===== config.mk =====
export PLATFORM = sky130hd
export DESIGN_NAME = audio_link_controller
export DESIGN_NICKNAME = d
export VERILOG_FILES = /design/src/design/sync2.v /design/src/design/dma_channel.v /design/src/design/audio_link_controller.v
export VERILOG_INCLUDE_DIRS = /design/src /design/src/design
export SDC_FILE = /design/constraint.sdc
export NUM_CORES = 1
export LEC_CHECK = 0
export BUFFER_PORTS_ARGS = -buffer_cell sky130_fd_sc_hd__clkbuf_2
export CORE_ASPECT_RATIO = 1.2
export CORE_UTILIZATION = 40
export CTS_BUF_LIST = sky130_fd_sc_hd__clkbuf_4 sky130_fd_sc_hd__clkbuf_8
export CTS_CLUSTER_DIAMETER = 50
export DETAILED_ROUTE_END_ITERATION = 8
export GPL_TIMING_DRIVEN = 0
export SLEW_MARGIN = 30
export SYNTH_ARGS = -nofsm -noshare
export SYNTH_HDL_FRONTEND = slang
export SYNTH_SLANG_ARGS = --single-unit

===== constraint.sdc =====
create_clock -name core_clk_in -period 3.1 [get_ports core_clk_in]
set_input_delay 0.775 -clock core_clk_in [delete_from_list [all_inputs] [get_ports core_clk_in]]
set_output_delay 0.775 -clock core_clk_in [all_outputs]
set_load 0.01 [all_outputs]

===== src/design/link_ctrl_defs.vh =====
/*
 * register map, field positions, reset values and timing counts of the
 * audio link control block.
 * assumes: included by bare name from the design files.
 */
`ifndef LINK_CTRL_DEFS_VH
`define LINK_CTRL_DEFS_VH

// ----------------------------------------
// register byte addresses
// ----------------------------------------
`define LINK_CONTROL_SET_ADDR 16'hF700
`define LINK_CONTROL_CLEAR_ADDR 16'hF704
`define LINK_EVENT_STATUS_ADDR 16'hF710
`define LINK_EVENT_CLEAR_ADDR 16'hF714
`define LINK_EVENT_ENABLE_ADDR 16'hF718

// ----------------------------------------
// control fields
// ----------------------------------------
`define CTRL_LINK_ENABLE 0
`define CTRL_SLEEP_FORCE 1
`define CTRL_WAKE_ON 2
`define CTRL_WARM_RESET 3
`define CTRL_MIC_SELECT 4
`define CTRL_DMA_LSB 8
`define CTRL_HALT_LSB 16
`define CTRL_WRITE_MASK 32'h00DFDF1F
`define CTRL_RESET_VALUE 32'h00000000

// ----------------------------------------
// event fields
// ----------------------------------------
`define EVT_WAKE_BIT 2
`define EVT_ERR_LSB 8
`define EVT_CLK_ALIVE_BIT 31
`define EVT_STICKY_MASK 32'h0000DF04
`define EVT_ENABLE_RESET 32'h00000000

// ----------------------------------------
// bus answers and timing
// ----------------------------------------
`define RESP_OKAY 2'h0
`define RESP_SLVERR 2'h2
`define CLK_PERIOD_PS 8000
`define LINK_CLK_IDLE_NS 1000
`define LINK_CLK_IDLE_CYC ((`LINK_CLK_IDLE_NS * 1000) / `CLK_PERIOD_PS)

`endif


===== src/design/sync2.v =====
/*
 * two-flop synchroniser for a bus of independent level signals.
 * assumes: each bit is a slow level or a clock far slower than clk_in.
 */
`timescale 1ns/1ps

module sync2 #(
    parameter WIDTH = 1
) (
    // clock and reset
    input wire clk_in,
    input wire arst_n_in,
    // data
    input wire [WIDTH-1:0] d_in,
    output reg [WIDTH-1:0] q_out
);

reg [WIDTH-1:0] meta_r;

always @(posedge clk_in or negedge arst_n_in) begin
    if (!arst_n_in) begin
        meta_r <= {WIDTH{1'b0}};
        q_out <= {WIDTH{1'b0}};
    end else begin
        meta_r <= d_in;
        q_out <= meta_r;
    end
end

endmodule


===== src/design/dma_channel.v =====
/*
 * one dma channel: sticky overrun/underrun flag and request gating.
 * assumes: err_in and need_in come from fifo logic on the same clock.
 */
`timescale 1ns/1ps

module dma_channel (
    // clock and reset
    input wire clk_in,
    input wire arst_n_in,
    // control
    input wire dma_on_in,
    input wire halt_off_in,
    input wire err_clear_in,
    // fifo side
    input wire need_in,
    input wire err_in,
    // outputs
    output reg err_flag_out,
    output reg dma_req_out
);

wire err_nxt;
wire halted;

// a new error wins over a clear in the same cycle
assign err_nxt = err_in | (err_flag_out & ~err_clear_in);
assign halted = err_nxt & ~halt_off_in;

always @(posedge clk_in or negedge arst_n_in) begin
    if (!arst_n_in) begin
        err_flag_out <= 1'b0;
        dma_req_out <= 1'b0;
    end else begin
        err_flag_out <= err_nxt;
        dma_req_out <= dma_on_in & need_in & ~halted;
    end
end

endmodule


===== src/design/audio_link_controller.v =====
/*
 * audio link controller control block: set/clear control pair, per-channel
 * dma enables and error halt, link pin levels, event status and interrupt,
 * reached over an axi4-lite slave.
 * assumes: fifo logic supplies need/error per channel on core_clk_in;
 * sdin and bit clock are asynchronous pins.
 */
`timescale 1ns/1ps
`include "link_ctrl_defs.vh"

// Contract
// - clear bit 23 makes modem receive stop requesting after overrun.
// - clear bit 22 makes modem transmit stop requesting after underrun.
// - clear bit 20 makes audio receive stop requesting after overrun.
// - clear bits 19..16 restore error halt for lfe, center, surround, pcm transmit.
// - clear bits 15/14 disable modem dma; zeros written change nothing.
// - clear bits 12..8 disable audio receive and four transmit dma channels.
// - clear bit 4 returns audio reception to pcm left/right slots.
// - clear bit 3 ends warm reset on the link.
// - clear bit 2 disables wake-up power event from sdin high.
// - clear bit 1 leaves low-power; sync and sdout no longer forced low.
// - clear bit 0 asserts active-low cold reset to codecs.
// - dma disable clears enable bit, stopping service for that slot.
// - set register holds state: reads current value, writing one sets.
// - each channel error stays flagged until software writes one.
module audio_link_controller #(
    parameter ADDR_WIDTH = 16,
    parameter CHANNELS = 7,
    parameter SDIN_WIDTH = 2
) (
    // clock and reset
    input wire core_clk_in,
    input wire arst_n_in,
    // axi4-lite write address
    input wire s_axi_awvalid_in,
    input wire [ADDR_WIDTH-1:0] s_axi_awaddr_in,
    output reg s_axi_awready_out,
    // axi4-lite write data
    input wire s_axi_wvalid_in,
    input wire [31:0] s_axi_wdata_in,
    input wire [3:0] s_axi_wstrb_in,
    output reg s_axi_wready_out,
    // axi4-lite write response
    output reg s_axi_bvalid_out,
    output reg [1:0] s_axi_bresp_out,
    input wire s_axi_bready_in,
    // axi4-lite read address
    input wire s_axi_arvalid_in,
    input wire [ADDR_WIDTH-1:0] s_axi_araddr_in,
    output reg s_axi_arready_out,
    // axi4-lite read data
    output reg s_axi_rvalid_out,
    output reg [31:0] s_axi_rdata_out,
    output reg [1:0] s_axi_rresp_out,
    input wire s_axi_rready_in,
    // fifo side, one bit per channel
    input wire [CHANNELS-1:0] dma_need_in,
    input wire [CHANNELS-1:0] dma_err_in,
    output wire [CHANNELS-1:0] dma_req_out,
    // link pins
    input wire bit_clk_in,
    input wire [SDIN_WIDTH-1:0] sdin_in,
    output reg codec_cold_reset_n_out,
    output reg warm_reset_drive_out,
    output reg link_sleep_force_out,
    output reg microphone_input_select_out,
    // interrupts
    output reg link_power_event_irq_out,
    output reg irq_out
);

// ----------------------------------------
// address decode
// ----------------------------------------
localparam SEL_NONE = 3'h0;
localparam SEL_SET = 3'h1;
localparam SEL_CLR = 3'h2;
localparam SEL_STAT = 3'h3;
localparam SEL_ECLR = 3'h4;
localparam SEL_EEN = 3'h5;

function [2:0] reg_sel;
    input [ADDR_WIDTH-1:0] addr;
    reg [15:0] a;
    begin
        a = addr[15:0];
        a[1:0] = 2'h0;
        case (a)
            `LINK_CONTROL_SET_ADDR: reg_sel = SEL_SET;
            `LINK_CONTROL_CLEAR_ADDR: reg_sel = SEL_CLR;
            `LINK_EVENT_STATUS_ADDR: reg_sel = SEL_STAT;
            `LINK_EVENT_CLEAR_ADDR: reg_sel = SEL_ECLR;
            `LINK_EVENT_ENABLE_ADDR: reg_sel = SEL_EEN;
            default: reg_sel = SEL_NONE;
        endcase
    end
endfunction

function [31:0] strb_mask;
    input [3:0] strb;
    begin
        strb_mask = {{8{strb[3]}}, {8{strb[2]}}, {8{strb[1]}}, {8{strb[0]}}};
    end
endfunction

// channel index to bit offset; offset 5 (bit 13/21) is reserved
function integer ch_pos;
    input integer ch;
    begin
        ch_pos = (ch < 5) ? ch : ch + 1;
    end
endfunction

// ----------------------------------------
// axi4-lite write channel
// ----------------------------------------
reg aw_got_r;
reg w_got_r;
reg [ADDR_WIDTH-1:0] aw_addr_r;
reg [31:0] w_data_r;
reg [3:0] w_strb_r;
wire aw_hs;
wire w_hs;
wire do_wr;
wire aw_got_nxt;
wire w_got_nxt;
wire [2:0] wr_sel;
wire [31:0] wr_data;

assign aw_hs = s_axi_awvalid_in & s_axi_awready_out;
assign w_hs = s_axi_wvalid_in & s_axi_wready_out;
assign do_wr = aw_got_r & w_got_r & ~s_axi_bvalid_out;
assign aw_got_nxt = do_wr ? 1'b0 : (aw_hs | aw_got_r);
assign w_got_nxt = do_wr ? 1'b0 : (w_hs | w_got_r);
assign wr_sel = reg_sel(aw_addr_r);
assign wr_data = w_data_r & strb_mask(w_strb_r);

always @(posedge core_clk_in or negedge arst_n_in) begin
    if (!arst_n_in) begin
        aw_got_r <= 1'b0;
        w_got_r <= 1'b0;
        aw_addr_r <= {ADDR_WIDTH{1'b0}};
        w_data_r <= 32'h00000000;
        w_strb_r <= 4'h0;
        s_axi_awready_out <= 1'b0;
        s_axi_wready_out <= 1'b0;
        s_axi_bvalid_out <= 1'b0;
        s_axi_bresp_out <= `RESP_OKAY;
    end else begin
        aw_got_r <= aw_got_nxt;
        w_got_r <= w_got_nxt;
        s_axi_awready_out <= ~aw_got_nxt;
        s_axi_wready_out <= ~w_got_nxt;
        if (aw_hs) begin
            aw_addr_r <= s_axi_awaddr_in;
        end
        if (w_hs) begin
            w_data_r <= s_axi_wdata_in;
            w_strb_r <= s_axi_wstrb_in;
        end
        if (do_wr) begin
            s_axi_bvalid_out <= 1'b1;
            s_axi_bresp_out <= (wr_sel == SEL_NONE) ? `RESP_SLVERR : `RESP_OKAY;
        end else if (s_axi_bready_in) begin
            s_axi_bvalid_out <= 1'b0;
        end
    end
end

// ----------------------------------------
// control register pair
// ----------------------------------------
reg [31:0] ctrl_r;
reg [31:0] ctrl_nxt;
wire [31:0] set_bits;
wire [31:0] clr_bits;

assign set_bits = (do_wr && wr_sel == SEL_SET) ? (wr_data & `CTRL_WRITE_MASK) : 32'h00000000;
assign clr_bits = (do_wr && wr_sel == SEL_CLR) ? (wr_data & `CTRL_WRITE_MASK) : 32'h00000000;

always @* begin
    // ones clear or set their bit, zeros leave it alone
    ctrl_nxt = (ctrl_r & ~clr_bits) | set_bits;
end

always @(posedge core_clk_in or negedge arst_n_in) begin
    if (!arst_n_in) begin
        ctrl_r <= `CTRL_RESET_VALUE;
    end else begin
        ctrl_r <= ctrl_nxt;
    end
end

// ----------------------------------------
// link pin levels
// ----------------------------------------
always @(posedge core_clk_in or negedge arst_n_in) begin
    if (!arst_n_in) begin
        codec_cold_reset_n_out <= 1'b0;
        warm_reset_drive_out <= 1'b0;
        link_sleep_force_out <= 1'b0;
        microphone_input_select_out <= 1'b0;
    end else begin
        codec_cold_reset_n_out <= ctrl_nxt[`CTRL_LINK_ENABLE];
        warm_reset_drive_out <= ctrl_nxt[`CTRL_WARM_RESET];
        link_sleep_force_out <= ctrl_nxt[`CTRL_SLEEP_FORCE];
        microphone_input_select_out <= ctrl_nxt[`CTRL_MIC_SELECT];
    end
end

// ----------------------------------------
// pin synchronisers and link clock watch
// ----------------------------------------
localparam IDLE_W = 8;
localparam integer IDLE_CYC = `LINK_CLK_IDLE_CYC;
localparam [IDLE_W-1:0] IDLE_MAX = IDLE_CYC[IDLE_W-1:0];
wire [SDIN_WIDTH-1:0] sdin_s;
wire bclk_s;
reg bclk_d_r;
reg [IDLE_W-1:0] idle_cnt_r;
reg clk_alive_r;

sync2 #(
    .WIDTH(SDIN_WIDTH + 1)
) u_pin_sync (
    .clk_in(core_clk_in),
    .arst_n_in(arst_n_in),
    .d_in({bit_clk_in, sdin_in}),
    .q_out({bclk_s, sdin_s})
);

always @(posedge core_clk_in or negedge arst_n_in) begin
    if (!arst_n_in) begin
        bclk_d_r <= 1'b0;
        idle_cnt_r <= {IDLE_W{1'b0}};
        clk_alive_r <= 1'b0;
    end else begin
        bclk_d_r <= bclk_s;
        if (bclk_s & ~bclk_d_r) begin
            idle_cnt_r <= {IDLE_W{1'b0}};
            clk_alive_r <= 1'b1;
        end else if (idle_cnt_r == IDLE_MAX) begin
            clk_alive_r <= 1'b0;
        end else begin
            idle_cnt_r <= idle_cnt_r + 1'b1;
        end
    end
end

// ----------------------------------------
// dma channels
// ----------------------------------------
wire [CHANNELS-1:0] err_flags;
wire [31:0] err_word;
wire [31:0] evt_clr_bits;

genvar gi;
generate
    for (gi = 0; gi < CHANNELS; gi = gi + 1) begin : g_ch
        localparam integer POS = ch_pos(gi);
        dma_channel u_ch (
            .clk_in(core_clk_in),
            .arst_n_in(arst_n_in),
            .dma_on_in(ctrl_r[`CTRL_DMA_LSB + POS]),
            .halt_off_in(ctrl_r[`CTRL_HALT_LSB + POS]),
            .err_clear_in(evt_clr_bits[`EVT_ERR_LSB + POS]),
            .need_in(dma_need_in[gi]),
            .err_in(dma_err_in[gi]),
            .err_flag_out(err_flags[gi]),
            .dma_req_out(dma_req_out[gi])
        );
        assign err_word[`EVT_ERR_LSB + POS] = err_flags[gi];
    end
endgenerate

assign err_word[`EVT_ERR_LSB-1:0] = {`EVT_ERR_LSB{1'b0}};
assign err_word[`EVT_ERR_LSB+5] = 1'b0;
assign err_word[31:`EVT_ERR_LSB+8] = {(24-`EVT_ERR_LSB){1'b0}};

// ----------------------------------------
// events and interrupt
// ----------------------------------------
reg wake_evt_r;
reg [31:0] evt_en_r;
wire [31:0] status_word;
wire wake_req;

assign evt_clr_bits = (do_wr && wr_sel == SEL_ECLR) ? (wr_data & `EVT_STICKY_MASK) : 32'h00000000;
assign wake_req = ctrl_r[`CTRL_WAKE_ON] & (|sdin_s);

assign status_word = err_word
                   | ({31'h00000000, wake_evt_r} << `EVT_WAKE_BIT)
                   | ({31'h00000000, clk_alive_r} << `EVT_CLK_ALIVE_BIT);

always @(posedge core_clk_in or negedge arst_n_in) begin
    if (!arst_n_in) begin
        wake_evt_r <= 1'b0;
        evt_en_r <= `EVT_ENABLE_RESET;
        link_power_event_irq_out <= 1'b0;
        irq_out <= 1'b0;
    end else begin
        // a new wake event wins over a clear in the same cycle
        wake_evt_r <= wake_req | (wake_evt_r & ~evt_clr_bits[`EVT_WAKE_BIT]);
        if (do_wr && wr_sel == SEL_EEN) begin
            evt_en_r <= (evt_en_r & ~strb_mask(w_strb_r)) | (wr_data & `EVT_STICKY_MASK);
        end
        link_power_event_irq_out <= wake_req;
        irq_out <= |(status_word & evt_en_r & `EVT_STICKY_MASK);
    end
end

// ----------------------------------------
// axi4-lite read channel
// ----------------------------------------
wire ar_hs;
wire [2:0] rd_sel;
reg [31:0] rd_word;

assign ar_hs = s_axi_arvalid_in & s_axi_arready_out;
assign rd_sel = reg_sel(s_axi_araddr_in);

always @* begin
    case (rd_sel)
        SEL_SET: rd_word = ctrl_r;
        SEL_STAT: rd_word = status_word;
        SEL_EEN: rd_word = evt_en_r;
        default: rd_word = 32'h00000000;
    endcase
end

always @(posedge core_clk_in or negedge arst_n_in) begin
    if (!arst_n_in) begin
        s_axi_arready_out <= 1'b0;
        s_axi_rvalid_out <= 1'b0;
        s_axi_rdata_out <= 32'h00000000;
        s_axi_rresp_out <= `RESP_OKAY;
    end else begin
        if (ar_hs) begin
            s_axi_rvalid_out <= 1'b1;
            s_axi_arready_out <= 1'b0;
            s_axi_rdata_out <= rd_word;
            s_axi_rresp_out <= (rd_sel == SEL_NONE) ? `RESP_SLVERR : `RESP_OKAY;
        end else if (s_axi_rvalid_out && s_axi_rready_in) begin
            s_axi_rvalid_out <= 1'b0;
            s_axi_arready_out <= 1'b1;
        end else if (!s_axi_rvalid_out) begin
            s_axi_arready_out <= 1'b1;
        end
    end
end

endmodule


==> impl_metrics.yaml, run 1 <==
synthesis:
  synthesis.instances: 543
  synth.ff_latch_count: 162
  yosysWarnings: 0
  top_reg_cell_synth: "sky130_fd_sc_hd__dfrtp_1"
  synthAdderAreaFrac_pct: 0.3807
  post_synth_and_or_nand_nor_area_fraction_pct: 11.91
  syn_area_um2: 6574
  yosys.cell_count.top_type: "sky130_fd_sc_hd__dfrtp_1"
  syn_area_per_cell_um2: 12.11
  number_of_enable_type_register_cells_in_the_synthesized_netlist: 0
  synth_xor_xnor_area_share_pct: 0.5329
  synth_top_cell_by_area: "sky130_fd_sc_hd__dfrtp_1"
  synth-compound-area-share_pct: 9.745
  synthTopCellsByArea: "sky130_fd_sc_hd__dfrtp_1, sky130_fd_sc_hd__mux2_2, sky130_fd_sc_hd__mux2i_1"
  ys_seq_area_share_pct: 61.67
  async_reset_ff_share_pct: 100.0
  synthMuxAreaShare_pct: 11.06
  netlist_top_cells_count: "sky130_fd_sc_hd__dfrtp_1, sky130_fd_sc_hd__nand2_1, sky130_fd_sc_hd__mux2_2"
  synth_top_area_share_pct: 61.67
  synth.lib_cells_used.distinct: 48
  combinational_family_with_the_most_area_after_synthesis: "simple AND/OR/NAND/NOR gates"
pwr:
  ir_worst_vdd_mv: 0.4066
  p_leak_nw: 3.881
  p_total_mw: 5.162
  share_clk_of_total_power_pct: 31.3
  power.switching_mw: 1.451
  p_comb_share_pct: 16.8
  power.share.sequential_pct: 52.0
  cell_internal_power_mw: 3.711
  p_per_area_nw_per_um2: 647.9
  proportion_of_total_power_due_to_net_switching_pct: 28.11
place:
  detailedPlace.worstSlack_ns: 0.2084
  port_buffers: 126
  gp_congestion: 0.8271
  placed_area_um2: 7546
  dp_hpwl_um: 11040
global_routing:
  gr-total-overflow: 0
  grt_use_met1_pct: 24.94
  global_route.peak_usage_layer: "met2"
  grt_first_pass_wirelength_um: 24670
  antenna_violations_before_repair: 0
  met2_usage_pct: 31.43
  grt.met3_usage_pct: 4.808
  pin_count_of_the_biggest_net_entering_global_routing: 84
  first_global_vias: 4668
  grt.total_usage_pct: 19.10
critical_path:
  timing_worst_setup_path_type: "primary input to flop"
  cp-end-kind: "flop"
  path_max_fanout: 10
  cp_data_required_time_ns: 3.47
  crit_chain: "clkbuf_2, clkbuf_1, and3_1, clkbuf_1, buf_1, a22oi_1, o21ai_0"
  critical-path-top-cell-by-count: "sky130_fd_sc_hd__clkbuf_1"
  max_stage_delay_ns: 0.45
  critical_path_arrival_ns: 2.84
  setup.worst_path.start_class: "primary input"
  crit_slowest_cell: "sky130_fd_sc_hd__buf_1"
sta:
  setup-tns-final_ns: 0
  finalHoldWorstSlack_ns: 0.3342
  worst_slew_pin_slew_ns: 0.6973
  grt_setup_unrepaired: "no"
  min_period_ns: 2.470
  clock_skews_ns: 0.009813
  achievable-frequency_mhz: 404.9
  finalWorstSetupSlack_ns: 0.6302
  finalCritPeriodShare_pct: 79.67
  max-slew-margin-rel_pct: 53.16
  maxSlewViolCount: 0
  hold_viol_final: 0
  setup_viol_count_final: 0
min_path:
  timing.hold.worst.class: "primary input to async pin"
clocking:
  numCtsBuffers: 17
  cts.clk_slew.worst_paths_ns: 0.08
  cts_tree: "yes"
  max-clock-path-buffers: 2
  root_buffer: "sky130_fd_sc_hd__clkbuf_8"
  cts-resized-gates: 0
  cts.sink_count: 162
  quantity_of_hold_fixing_buffers_added_after_cts: 0
  clkLatencyLatePin_ns: 0.46
  cts.repair_timing.setup_buffer_count: 0
  htreeDepth: 4
route:
  postRouteWirelength_um: 15150
  vias_per_cell: 5.010
  routed_wire_length_per_instance_um: 16.63
  drt_first_iter_violations: 257
  drcViolationCount: 0
  routed-via-count: 4564
  drt-pass1-iter-count: 5
  final_antenna_net_count: 0
die:
  die_h_um: 142.4
  row_count: 50
  die-width_um: 119.0
  floorplan.io_pins: 146
  die_area_um2: 16950
  initial_core_util_pct: 41.53
  design.core.area_um2: 15830
final_layout:
  number_of_inserted_diodes: 0
  syn_to_final_growth_pct: 21.18
  drive_gt1_share_pct: 32.01
  nNetsFinal: 785
  nFillCells: 1419
  final_area_um2: 7966
outcome:
  run_status: "completed"
run:
  cap_viol_max_count: 0
routing by layer:
metal  share of wire (%)  vias up
li1                    -     2181
met1                  46     2249
met2                  49      124
met3                 4.2       10
met4                0.90        0
met5                   0        -
layout by cell type (no fill, tap or decap), types with 7 or more instances in the layout:
master                       n
sky130_fd_sc_hd__and2_1     26
sky130_fd_sc_hd__a22o_1     12
sky130_fd_sc_hd__nor2_1     16
sky130_fd_sc_hd__buf_4       9
sky130_fd_sc_hd__clkbuf_2  125
sky130_fd_sc_hd__mux2_2     37
sky130_fd_sc_hd__mux2_4      8
sky130_fd_sc_hd__nand3_1    23
sky130_fd_sc_hd__a41oi_1     7
sky130_fd_sc_hd__clkbuf_1   20
sky130_fd_sc_hd__nand2_1    45
sky130_fd_sc_hd__mux2i_1    19
sky130_fd_sc_hd__dfrtp_1   162
sky130_fd_sc_hd__o21ai_0    34
sky130_fd_sc_hd__inv_1      33
sky130_fd_sc_hd__clkbuf_8   22
sky130_fd_sc_hd__a21oi_1    12
sky130_fd_sc_hd__a22oi_1    23
per-stage QoR:
stage,util (%),cells
after detailed placement,47.68,880
after global placement,47.19,878
after CTS,50.33,911
after global routing,50.33,911
final,50.33,911
after floorplan,-,544
power groups by stage:
| stage | Clock [mW] | Combinational (mW) | Sequential [mW] |
|---|---|---|---|
| 2_1_floorplan | 0 | 0.577 | 2.65 |
| 3_3_place_gp | 0 | 0.831 | 2.70 |
| 3_5_place_dp | 0 | 0.877 | 2.72 |
| 4_1_cts | 1.66 | 0.881 | 2.68 |
| 5_1_grt | 1.75 | 0.955 | 2.72 |
| 6_report | 1.61 | 0.865 | 2.68 |
cell families (layout without fill, tap and decap cells):
| family | count (synthesis) | in the layout |
|---|---|---|
| XOR/XNOR | 4 | 4 |
| multiplexers | 64 | 64 |
| adder cells (fa/ha/maj) | 2 | 2 |
| AND/OR/NAND/NOR | 145 | 145 |
| AO/OA/AOI/OAI | 98 | 98 |
| other | 1 | 2 |
| buffers and inverters | 67 | 226 |
| flip-flops | 162 | 162 |
registers in the layout (all words and copies together) (netlist names), 3 cells and up, named ones only:
| name | flops |
|---|---|
| idle_cnt_r | 8 |
| aw_addr_r | 14 |
| g_ch.u_ch.err_flag_out | 7 |
| s_axi_rdata_out | 32 |
| u_pin_sync.meta_r | 3 |
| u_pin_sync.q_out | 3 |
| w_data_r | 19 |
| ctrl_r | 19 |
| w_strb_r | 4 |
| evt_en_r | 24 |
| g_ch.u_ch.dma_req_out | 7 |
path summary, 6_finish.rpt:
kind	startpoint	endpoint	slack, ns	cells past startpoint
max	s_axi_araddr_in[4]	s_axi_rdata_out[14]	0.63	7
min	arst_n_in	s_axi_rdata_out[27]	0.33	2
max reg2reg	aw_addr_r[4]	ctrl_r[20]	0.63	5
min reg2reg	u_pin_sync.meta_r[1]	u_pin_sync.q_out[1]	0.35	0
max in group asynchronous	arst_n_in	w_data_r[18]	2.04	3
min in group core_clk_in	u_pin_sync.meta_r[1]	u_pin_sync.q_out[1]	0.35	0
area by class of cell:
| type | count | area, um2 | share of cell area (%) |
|---|---|---|---|
| Sequential cell | 162 | 4054 | 50.89 |
| Multi-Input combinational cell | 315 | 2232 | 28.02 |
| Inverter | 33 | 123.9 | 1.555 |
| Clock inverter | 9 | 130.1 | 1.633 |
| Buffer | 34 | 181.4 | 2.277 |
| Clock buffer | 22 | 290.3 | 3.644 |
| Timing Repair Buffer | 128 | 694.4 | 8.717 |
| Tap cell | 208 | 260.3 | 3.267 |
critical path: cells and delay by family:
kind | cells | cell delay [ns]
compound gates | 2 | 0.41
buf+inv | 4 | 1.40
simple gates | 1 | 0.26
No activity file was read; power rests on OpenSTA's default activity.
==> run 2, diff against run 1 <==
--- a/config.mk
+++ b/config.mk
@@ -6,6 +6,7 @@
 export SDC_FILE = /design/constraint.sdc
 export NUM_CORES = 1
 export LEC_CHECK = 0
+export ABC_AREA = 1
 export BUFFER_PORTS_ARGS = -buffer_cell sky130_fd_sc_hd__clkbuf_2
 export CORE_ASPECT_RATIO = 1.2
 export CORE_UTILIZATION = 40
==> constraint.sdc (replaced) <==
create_clock -name core_clk_in -period 2.1 [get_ports core_clk_in]
set_input_delay 0.525 -clock core_clk_in [delete_from_list [all_inputs] [get_ports core_clk_in]]
set_output_delay 0.525 -clock core_clk_in [all_outputs]
set_load 0.01 [all_outputs]
==> run 2 against run 1 <==
  * Via count is 22% higher
  * Critical path type is now flop to flop
  * Largest power group unchanged
  * Highest routed layer unchanged
  * Register-to-register slack worse by 0.35 ns
  * First-iteration DRC count up 15%
==> impl_metrics.yaml, run 2 <==
critical_path:
  cp-end-kind: "flop"
  setup.worst_path.start_class: "flop"
  cp_data_required_time_ns: 2.44
  critical-path-top-cell-by-count: "sky130_fd_sc_hd__inv_1"
  timing_worst_setup_path_type: "flop to flop"
  critical-path-top-delay-family: "buffers and inverters"
  path_max_fanout: 10
  crit_slowest_cell: "sky130_fd_sc_hd__dfrtp_1"
  critical_path_depth: 8
  critical_path_arrival_ns: 2.16
  max_stage_delay_ns: 0.38
  worstPathBufferInverterCount: 5
  crit_chain: "inv_1, nand3_2, inv_1, buf_4, nand3_1, inv_1, buf_4, a21oi_1"
  worst-r2r-cell-count: 8
synthesis:
  synth_top_area_share_pct: 57.76
  synth.lib_cells_used.distinct: 41
  synth.ff_latch_count: 162
  synthesis.instances: 805
  netlist_top_cells_count: "sky130_fd_sc_hd__nand2_1, sky130_fd_sc_hd__dfrtp_1, sky130_fd_sc_hd__inv_1"
  async_reset_ff_share_pct: 100.0
  syn_area_um2: 7018
  yosys.cell_count.top_type: "sky130_fd_sc_hd__nand2_1"
  synthTopCellsByArea: "sky130_fd_sc_hd__dfrtp_1, sky130_fd_sc_hd__nand2_1, sky130_fd_sc_hd__inv_1"
  synth_top_cell_by_area: "sky130_fd_sc_hd__dfrtp_1"
  top_reg_cell_synth: "sky130_fd_sc_hd__dfrtp_1"
  number_of_enable_type_register_cells_in_the_synthesized_netlist: 0
  syn_area_per_cell_um2: 8.718
  ys_seq_area_share_pct: 57.76
  yosysWarnings: 0
clocking:
  root_buffer: "sky130_fd_sc_hd__clkbuf_8"
  clkLatencyLatePin_ns: 0.46
  cts-resized-gates: 0
  numCtsBuffers: 17
  cts.sink_count: 162
  cts.repair_timing.setup_buffer_count: 0
  htreeDepth: 4
  quantity_of_hold_fixing_buffers_added_after_cts: 1
  cts_tree: "yes"
  max-clock-path-buffers: 2
  cts.clk_slew.worst_paths_ns: 0.09
die:
  design.core.area_um2: 17050
  initial_core_util_pct: 41.17
  die_h_um: 147.1
  floorplan.io_pins: 146
  die-width_um: 122.9
  row_count: 52
  die_area_um2: 18080
sta:
  finalHoldWorstSlack_ns: 0.1698
  max-slew-margin-rel_pct: 56.03
  achievable-frequency_mhz: 548.4
  maxSlewViolCount: 0
  min_period_ns: 1.823
  grt_setup_unrepaired: "no"
  clock_skews_ns: 0.01273
  worst_slew_pin_slew_ns: 0.6559
  finalCritPeriodShare_pct: 86.83
  setup_viol_count_final: 0
  hold_viol_final: 0
route:
  postRouteWirelength_um: 16470
  routed_wire_length_per_instance_um: 13.92
  routed-via-count: 5567
  drcViolationCount: 0
  vias_per_cell: 4.706
  drt_first_iter_violations: 296
  drt-pass1-iter-count: 4
  final_antenna_net_count: 0
pwr:
  p_per_area_nw_per_um2: 888.7
  cell_internal_power_mw: 5.018
  ir_worst_vdd_mv: 0.5345
  share_clk_of_total_power_pct: 29.2
  power.switching_mw: 2.422
  power.share.sequential_pct: 51.9
  p_comb_share_pct: 19.0
  proportion_of_total_power_due_to_net_switching_pct: 32.55
  p_leak_nw: 4.547
outcome:
  run_status: "completed"
run:
  cap_viol_max_count: 0
final_layout:
  finish.utilization_pct: 49.11
  largestRegisters: "s_axi_rdata_out: 32 flops, evt_en_r: 24 flops"
  nNetsFinal: 1048
  final_common_cell: "sky130_fd_sc_hd__nand2_1"
  syn_to_final_growth_pct: 19.29
  area.sequential_um2: 4054
  registers.top_by_ff_count: "s_axi_rdata_out"
  largest_register_ff_count: 32
  final_area_um2: 8372
  number_of_inserted_diodes: 0
  multi_input_area_um2: 2432
  drive_gt1_share_pct: 21.82
  highest_count_cells_in_the_layout_ignoring_fill_and_taps: "sky130_fd_sc_hd__nand2_1, sky130_fd_sc_hd__dfrtp_1, sky130_fd_sc_hd__clkbuf_2"
  nFillCells: 1672
place:
  gp_congestion: 0.8055
  port_buffers: 126
  placed_area_um2: 7986
  dp_hpwl_um: 12320
global_routing:
  pin_count_of_the_biggest_net_entering_global_routing: 70
  gr-total-overflow: 0
  grt_first_pass_wirelength_um: 27490
  antenna_violations_before_repair: 1
  first_global_vias: 5536
  grt.total_usage_pct: 19.92
min_path:
  worstHoldPathCells: 1
  timing.hold.worst.class: "primary input to flop"
run 2: cell count changes in the layout (fill, tap and decap cells not counted), sizes merged, moves of 20 or more:
| cell | before | now |
|---|---|---|
| a21oi | 12 | 34 |
| a22oi | 23 | 1 |
| and2 | 27 | 0 |
| inv | 33 | 89 |
| mux2 | 45 | 0 |
| nand2 | 45 | 302 |
| nand3 | 23 | 57 |
| nor2 | 16 | 36 |
run 2: stage by stage:
| stage | setup TNS [ns] | setup WS [ns] | total power, mW | std cells |
|---|---|---|---|---|
| after floorplan | 0 | 0.5513 | 4.798 | 806 |
| after global placement | -401.86 | -2.494 | 5.299 | 1148 |
| after detailed placement | 0 | 0.1029 | 5.342 | 1150 |
| after CTS | 0 | 0.2549 | 7.522 | 1183 |
| after global routing | 0 | 0.08930 | 7.918 | 1183 |
| final | 0 | 0.2766 | 7.440 | 1183 |
run 2: layout make-up:
class / count / area share (%)
clock inverter: 11 / 1.255
timing repair buffer: 129 / 8.414
multi-input combinational: 520 / 29.05
inverter: 87 / 3.901
tap: 216 / 3.228
clock buffer: 21 / 3.228
sequential: 162 / 48.42
buffer: 37 / 2.496
run 2: path summary, 6_finish.rpt:
path	startpoint	endpoint	slack, ns
min reg2reg	u_pin_sync.meta_r[0]	u_pin_sync.q_out[0]	0.35
max	s_axi_bvalid_out	evt_en_r[28]	0.28
max in group asynchronous	arst_n_in	async pin	0.60
min in group asynchronous	arst_n_in	s_axi_rdata_out[28]	0.51
max reg2reg	s_axi_bvalid_out	evt_en_r[28]	0.28
min	sdin_in[0]	u_pin_sync.meta_r[0]	0.17
run 2: power groups by stage:
stage                     combinational [mW]  sequential (mW)  clock, mW
after floorplan                        0.926             3.87          0
after global placement                  1.39             3.91          0
after detailed placement                1.43             3.92          0
after CTS                               1.44             3.86       2.22
after global routing                    1.63             3.92       2.36
final                                   1.41             3.86       2.17
run 2: routing by layer:
layer	GRT usage, %	wire, um	up-vias
li1	-	-	2826
met1	24.27	7052	2569
met2	33.17	8039	149
met3	5.008	982	23
met4	8.415	393	0
met5	0	0	-
run 2: logic make-up (layout without fill, tap and decap cells):
family	count (synthesis)	after routing	synth area share [%]
XOR/XNOR	1	1	0.1248
buffers and inverters	124	285	7.631
flip-flops	162	162	57.76
adder cells (fa/ha/maj)	2	2	0.3565
AND/OR/NAND/NOR	411	411	24.78
AO/OA/AOI/OAI	104	104	9.289
other	1	2	0.05343
run 2: worst reg2reg max path, stage by stage, from the launching register on:
cell	delay, ns
sky130_fd_sc_hd__dfrtp_1	0.38
sky130_fd_sc_hd__inv_1	0.08
sky130_fd_sc_hd__nand3_2	0.14
sky130_fd_sc_hd__inv_1	0.13
sky130_fd_sc_hd__buf_4	0.19
sky130_fd_sc_hd__nand3_1	0.21
sky130_fd_sc_hd__inv_1	0.26
sky130_fd_sc_hd__buf_4	0.23
sky130_fd_sc_hd__a21oi_1	0.09
==> run 3, diff against run 2 <==
--- a/config.mk
+++ b/config.mk
@@ -6,7 +6,7 @@
 export SDC_FILE = /design/constraint.sdc
 export NUM_CORES = 1
 export LEC_CHECK = 0
-export ABC_AREA = 1
+export ABC_AREA = 0
 export BUFFER_PORTS_ARGS = -buffer_cell sky130_fd_sc_hd__clkbuf_2
 export CORE_ASPECT_RATIO = 1.2
 export CORE_UTILIZATION = 40
==> run 3 against run 2 <==
  * Largest power group unchanged
  * Power increased by 3.5%
  * Highest routed layer unchanged
  * Fmax decreased by 17%
  * Via count decreased by 18%
  * Flip-flop and latch count unchanged
  * Routed wire length decreased by 8.5%
  * Clock skew increased by 0.0017 ns
  * Critical path type unchanged
  * The flow now finishes with violations (setup timing)
  * Largest cell class unchanged
  * Combinational power decreased by 4%
  * First-iteration DRC count decreased by 27%
==> impl_metrics.yaml, run 3 (synthesized netlist as in run 1, its figures left out) <==
outcome:
  run_status: "finished, violations left"
  violations_in_the_final_reports: "setup timing"
final_layout:
  final_area_um2: 8069
  largest_register_ff_count: 32
  highest_count_cells_in_the_layout_ignoring_fill_and_taps: "sky130_fd_sc_hd__dfrtp_1, sky130_fd_sc_hd__clkbuf_2, sky130_fd_sc_hd__nand2_1"
  nNetsFinal: 792
  syn_to_final_growth_pct: 22.74
  final_common_cell: "sky130_fd_sc_hd__dfrtp_1"
  largestRegisters: "s_axi_rdata_out: 32 flops, evt_en_r: 24 flops"
  drive_gt1_share_pct: 33.33
  number_of_inserted_diodes: 0
  registers.top_by_ff_count: "s_axi_rdata_out"
critical_path:
  crit_slowest_cell: "sky130_fd_sc_hd__or4_4"
  worstPathBufferInverterCount: 1
  setup.worst_path.start_class: "flop"
  path_max_fanout: 8
  r2r_setup_slack_ns: -0.09
  max_stage_delay_ns: 0.44
  cp-end-kind: "flop"
  critical_path_arrival_ns: 2.52
  timing_worst_setup_path_type: "flop to flop"
  critical-path-top-delay-family: "simple AND/OR/NAND/NOR gates"
  crit_start: "aw_addr_r[5]"
  critical-path-top-cell-by-count: "sky130_fd_sc_hd__or3_4"
  cp_data_required_time_ns: 2.43
  crit_chain: "or3_4, or3_4, or4_4, buf_12, mux2_4"
  crit-reg2reg-launch: "aw_addr_r[5]"
global_routing:
  grt_first_pass_wirelength_um: 24610
  pin_count_of_the_biggest_net_entering_global_routing: 84
  grt.total_usage_pct: 18.93
  antenna_violations_before_repair: 0
  gr-total-overflow: 0
  first_global_vias: 4740
die:
  initial_core_util_pct: 41.53
  row_count: 50
  die_area_um2: 16950
  floorplan.io_pins: 146
  design.core.area_um2: 15830
  die-width_um: 119.0
  die_h_um: 142.4
place:
  dp_hpwl_um: 10970
  port_buffers: 126
  placed_area_um2: 7556
  gp_congestion: 0.7913
clocking:
  cts_tree: "yes"
  htreeDepth: 4
  cts.sink_count: 162
  max-clock-path-buffers: 2
  root_buffer: "sky130_fd_sc_hd__clkbuf_8"
  cts.clk_slew.worst_paths_ns: 0.08
  numCtsBuffers: 17
  quantity_of_hold_fixing_buffers_added_after_cts: 0
  clkLatencyLatePin_ns: 0.45
route:
  drt_first_iter_violations: 215
  drt-pass1-iter-count: 4
  drcViolationCount: 0
  vias_per_cell: 4.951
  routed_wire_length_per_instance_um: 16.39
  postRouteWirelength_um: 15070
  routed-via-count: 4550
  final_antenna_net_count: 0
sta:
  min_period_ns: 2.190
  setup_viol_count_final: 7
  grt_setup_unrepaired: "yes"
  achievable-frequency_mhz: 456.7
  hold_viol_final: 0
  setup-tns-final_ns: -0.6002
  finalCritPeriodShare_pct: 104.3
  max-slew-margin-rel_pct: 54.77
  worst_slew_pin_slew_ns: 0.6784
  finalWorstSetupSlack_ns: -0.08956
  finalHoldWorstSlack_ns: 0.08142
  maxSlewViolCount: 0
  clock_skews_ns: 0.01444
pwr:
  ir_worst_vdd_mv: 0.6426
  p_per_area_nw_per_um2: 954.1
  p_leak_nw: 3.948
  p_total_mw: 7.699
run:
  cap_viol_max_count: 0
min_path:
  timing.hold.worst.class: "primary input to async pin"
-- run 3: changes by cell type in the layout (fill, tap and decap cells not counted), moves of 7 or more --
cell	before	now
sky130_fd_sc_hd__inv_1	85	33
sky130_fd_sc_hd__nand3_1	55	23
sky130_fd_sc_hd__a22oi_1	1	23
sky130_fd_sc_hd__a22o_1	0	12
sky130_fd_sc_hd__mux2_4	0	8
sky130_fd_sc_hd__and2_1	0	26
sky130_fd_sc_hd__nand2_1	300	45
sky130_fd_sc_hd__nor2_1	31	16
sky130_fd_sc_hd__a21oi_1	34	12
sky130_fd_sc_hd__mux2i_1	0	19
sky130_fd_sc_hd__mux2_2	0	37
sky130_fd_sc_hd__a41oi_1	0	7
sky130_fd_sc_hd__o31ai_2	12	0
sky130_fd_sc_hd__o21ai_0	43	34
-- run 3: final timing paths --
path,end,depth (start not counted)
worst max-delay path,flop,5
worst min-delay path,s_axi_rdata_out[28],2
max in group asynchronous,aw_addr_r[4],3
worst max register to register,flop,5
min in group core_clk_in,u_pin_sync.meta_r[1],1
worst min register to register,u_pin_sync.q_out[1],0
-- run 3: worst register-to-register path, stage by stage, from the launching register on --
cell and delay [ns]:
sky130_fd_sc_hd__dfrtp_1 0.39, sky130_fd_sc_hd__or3_4 0.39, sky130_fd_sc_hd__or3_4 0.40, sky130_fd_sc_hd__or4_4 0.44, sky130_fd_sc_hd__buf_12 0.16, sky130_fd_sc_hd__mux2_4 0.29
-- run 3: what timing repair did --
action / 4_1_cts / 5_1_grt
setup endpoints to repair: 38 / 35
gates resized for setup: 6 / 2
pin swaps: 3 / 1
buffers inserted: 7 / 1
-- run 3: metrics by stage --
step	utilization (%)	std cells	setup slack, ns
final	50.98	919	-0.08956
after global placement	47.25	878	-2.256
after global routing	50.98	919	-0.1315
after floorplan	-	544	-0.02035
after detailed placement	47.74	880	-0.5282
after CTS	50.92	918	-0.09921
-- run 3: final cells by class --
type,instances,area [um2]
timing repair buffer,136,767.0
buffer,33,193.9
clock inverter,11,150.1
fill,1438,7759
inverter,33,123.9
clock buffer,21,282.8
multi-input combinational,315,2236
tap,208,260.3
sequential,162,4055
-- run 3: power breakdown --
group	internal, mW	total, mW	switching (mW)
clock network	1.29	2.42	1.13
logic	0.648	1.35	0.698
registers	3.58	3.93	0.350
total	5.52	7.70	2.17
-- run 3: layer usage --
layer / wire length, um / vias to the layer above / track usage (%)
li1: - / 2195 / -
met5: 0 / - / 0
met1: 6798 / 2221 / 24.91
met2: 7391 / 121 / 31.03
met4: 152 / 0 / 5.396
met3: 724 / 13 / 4.647
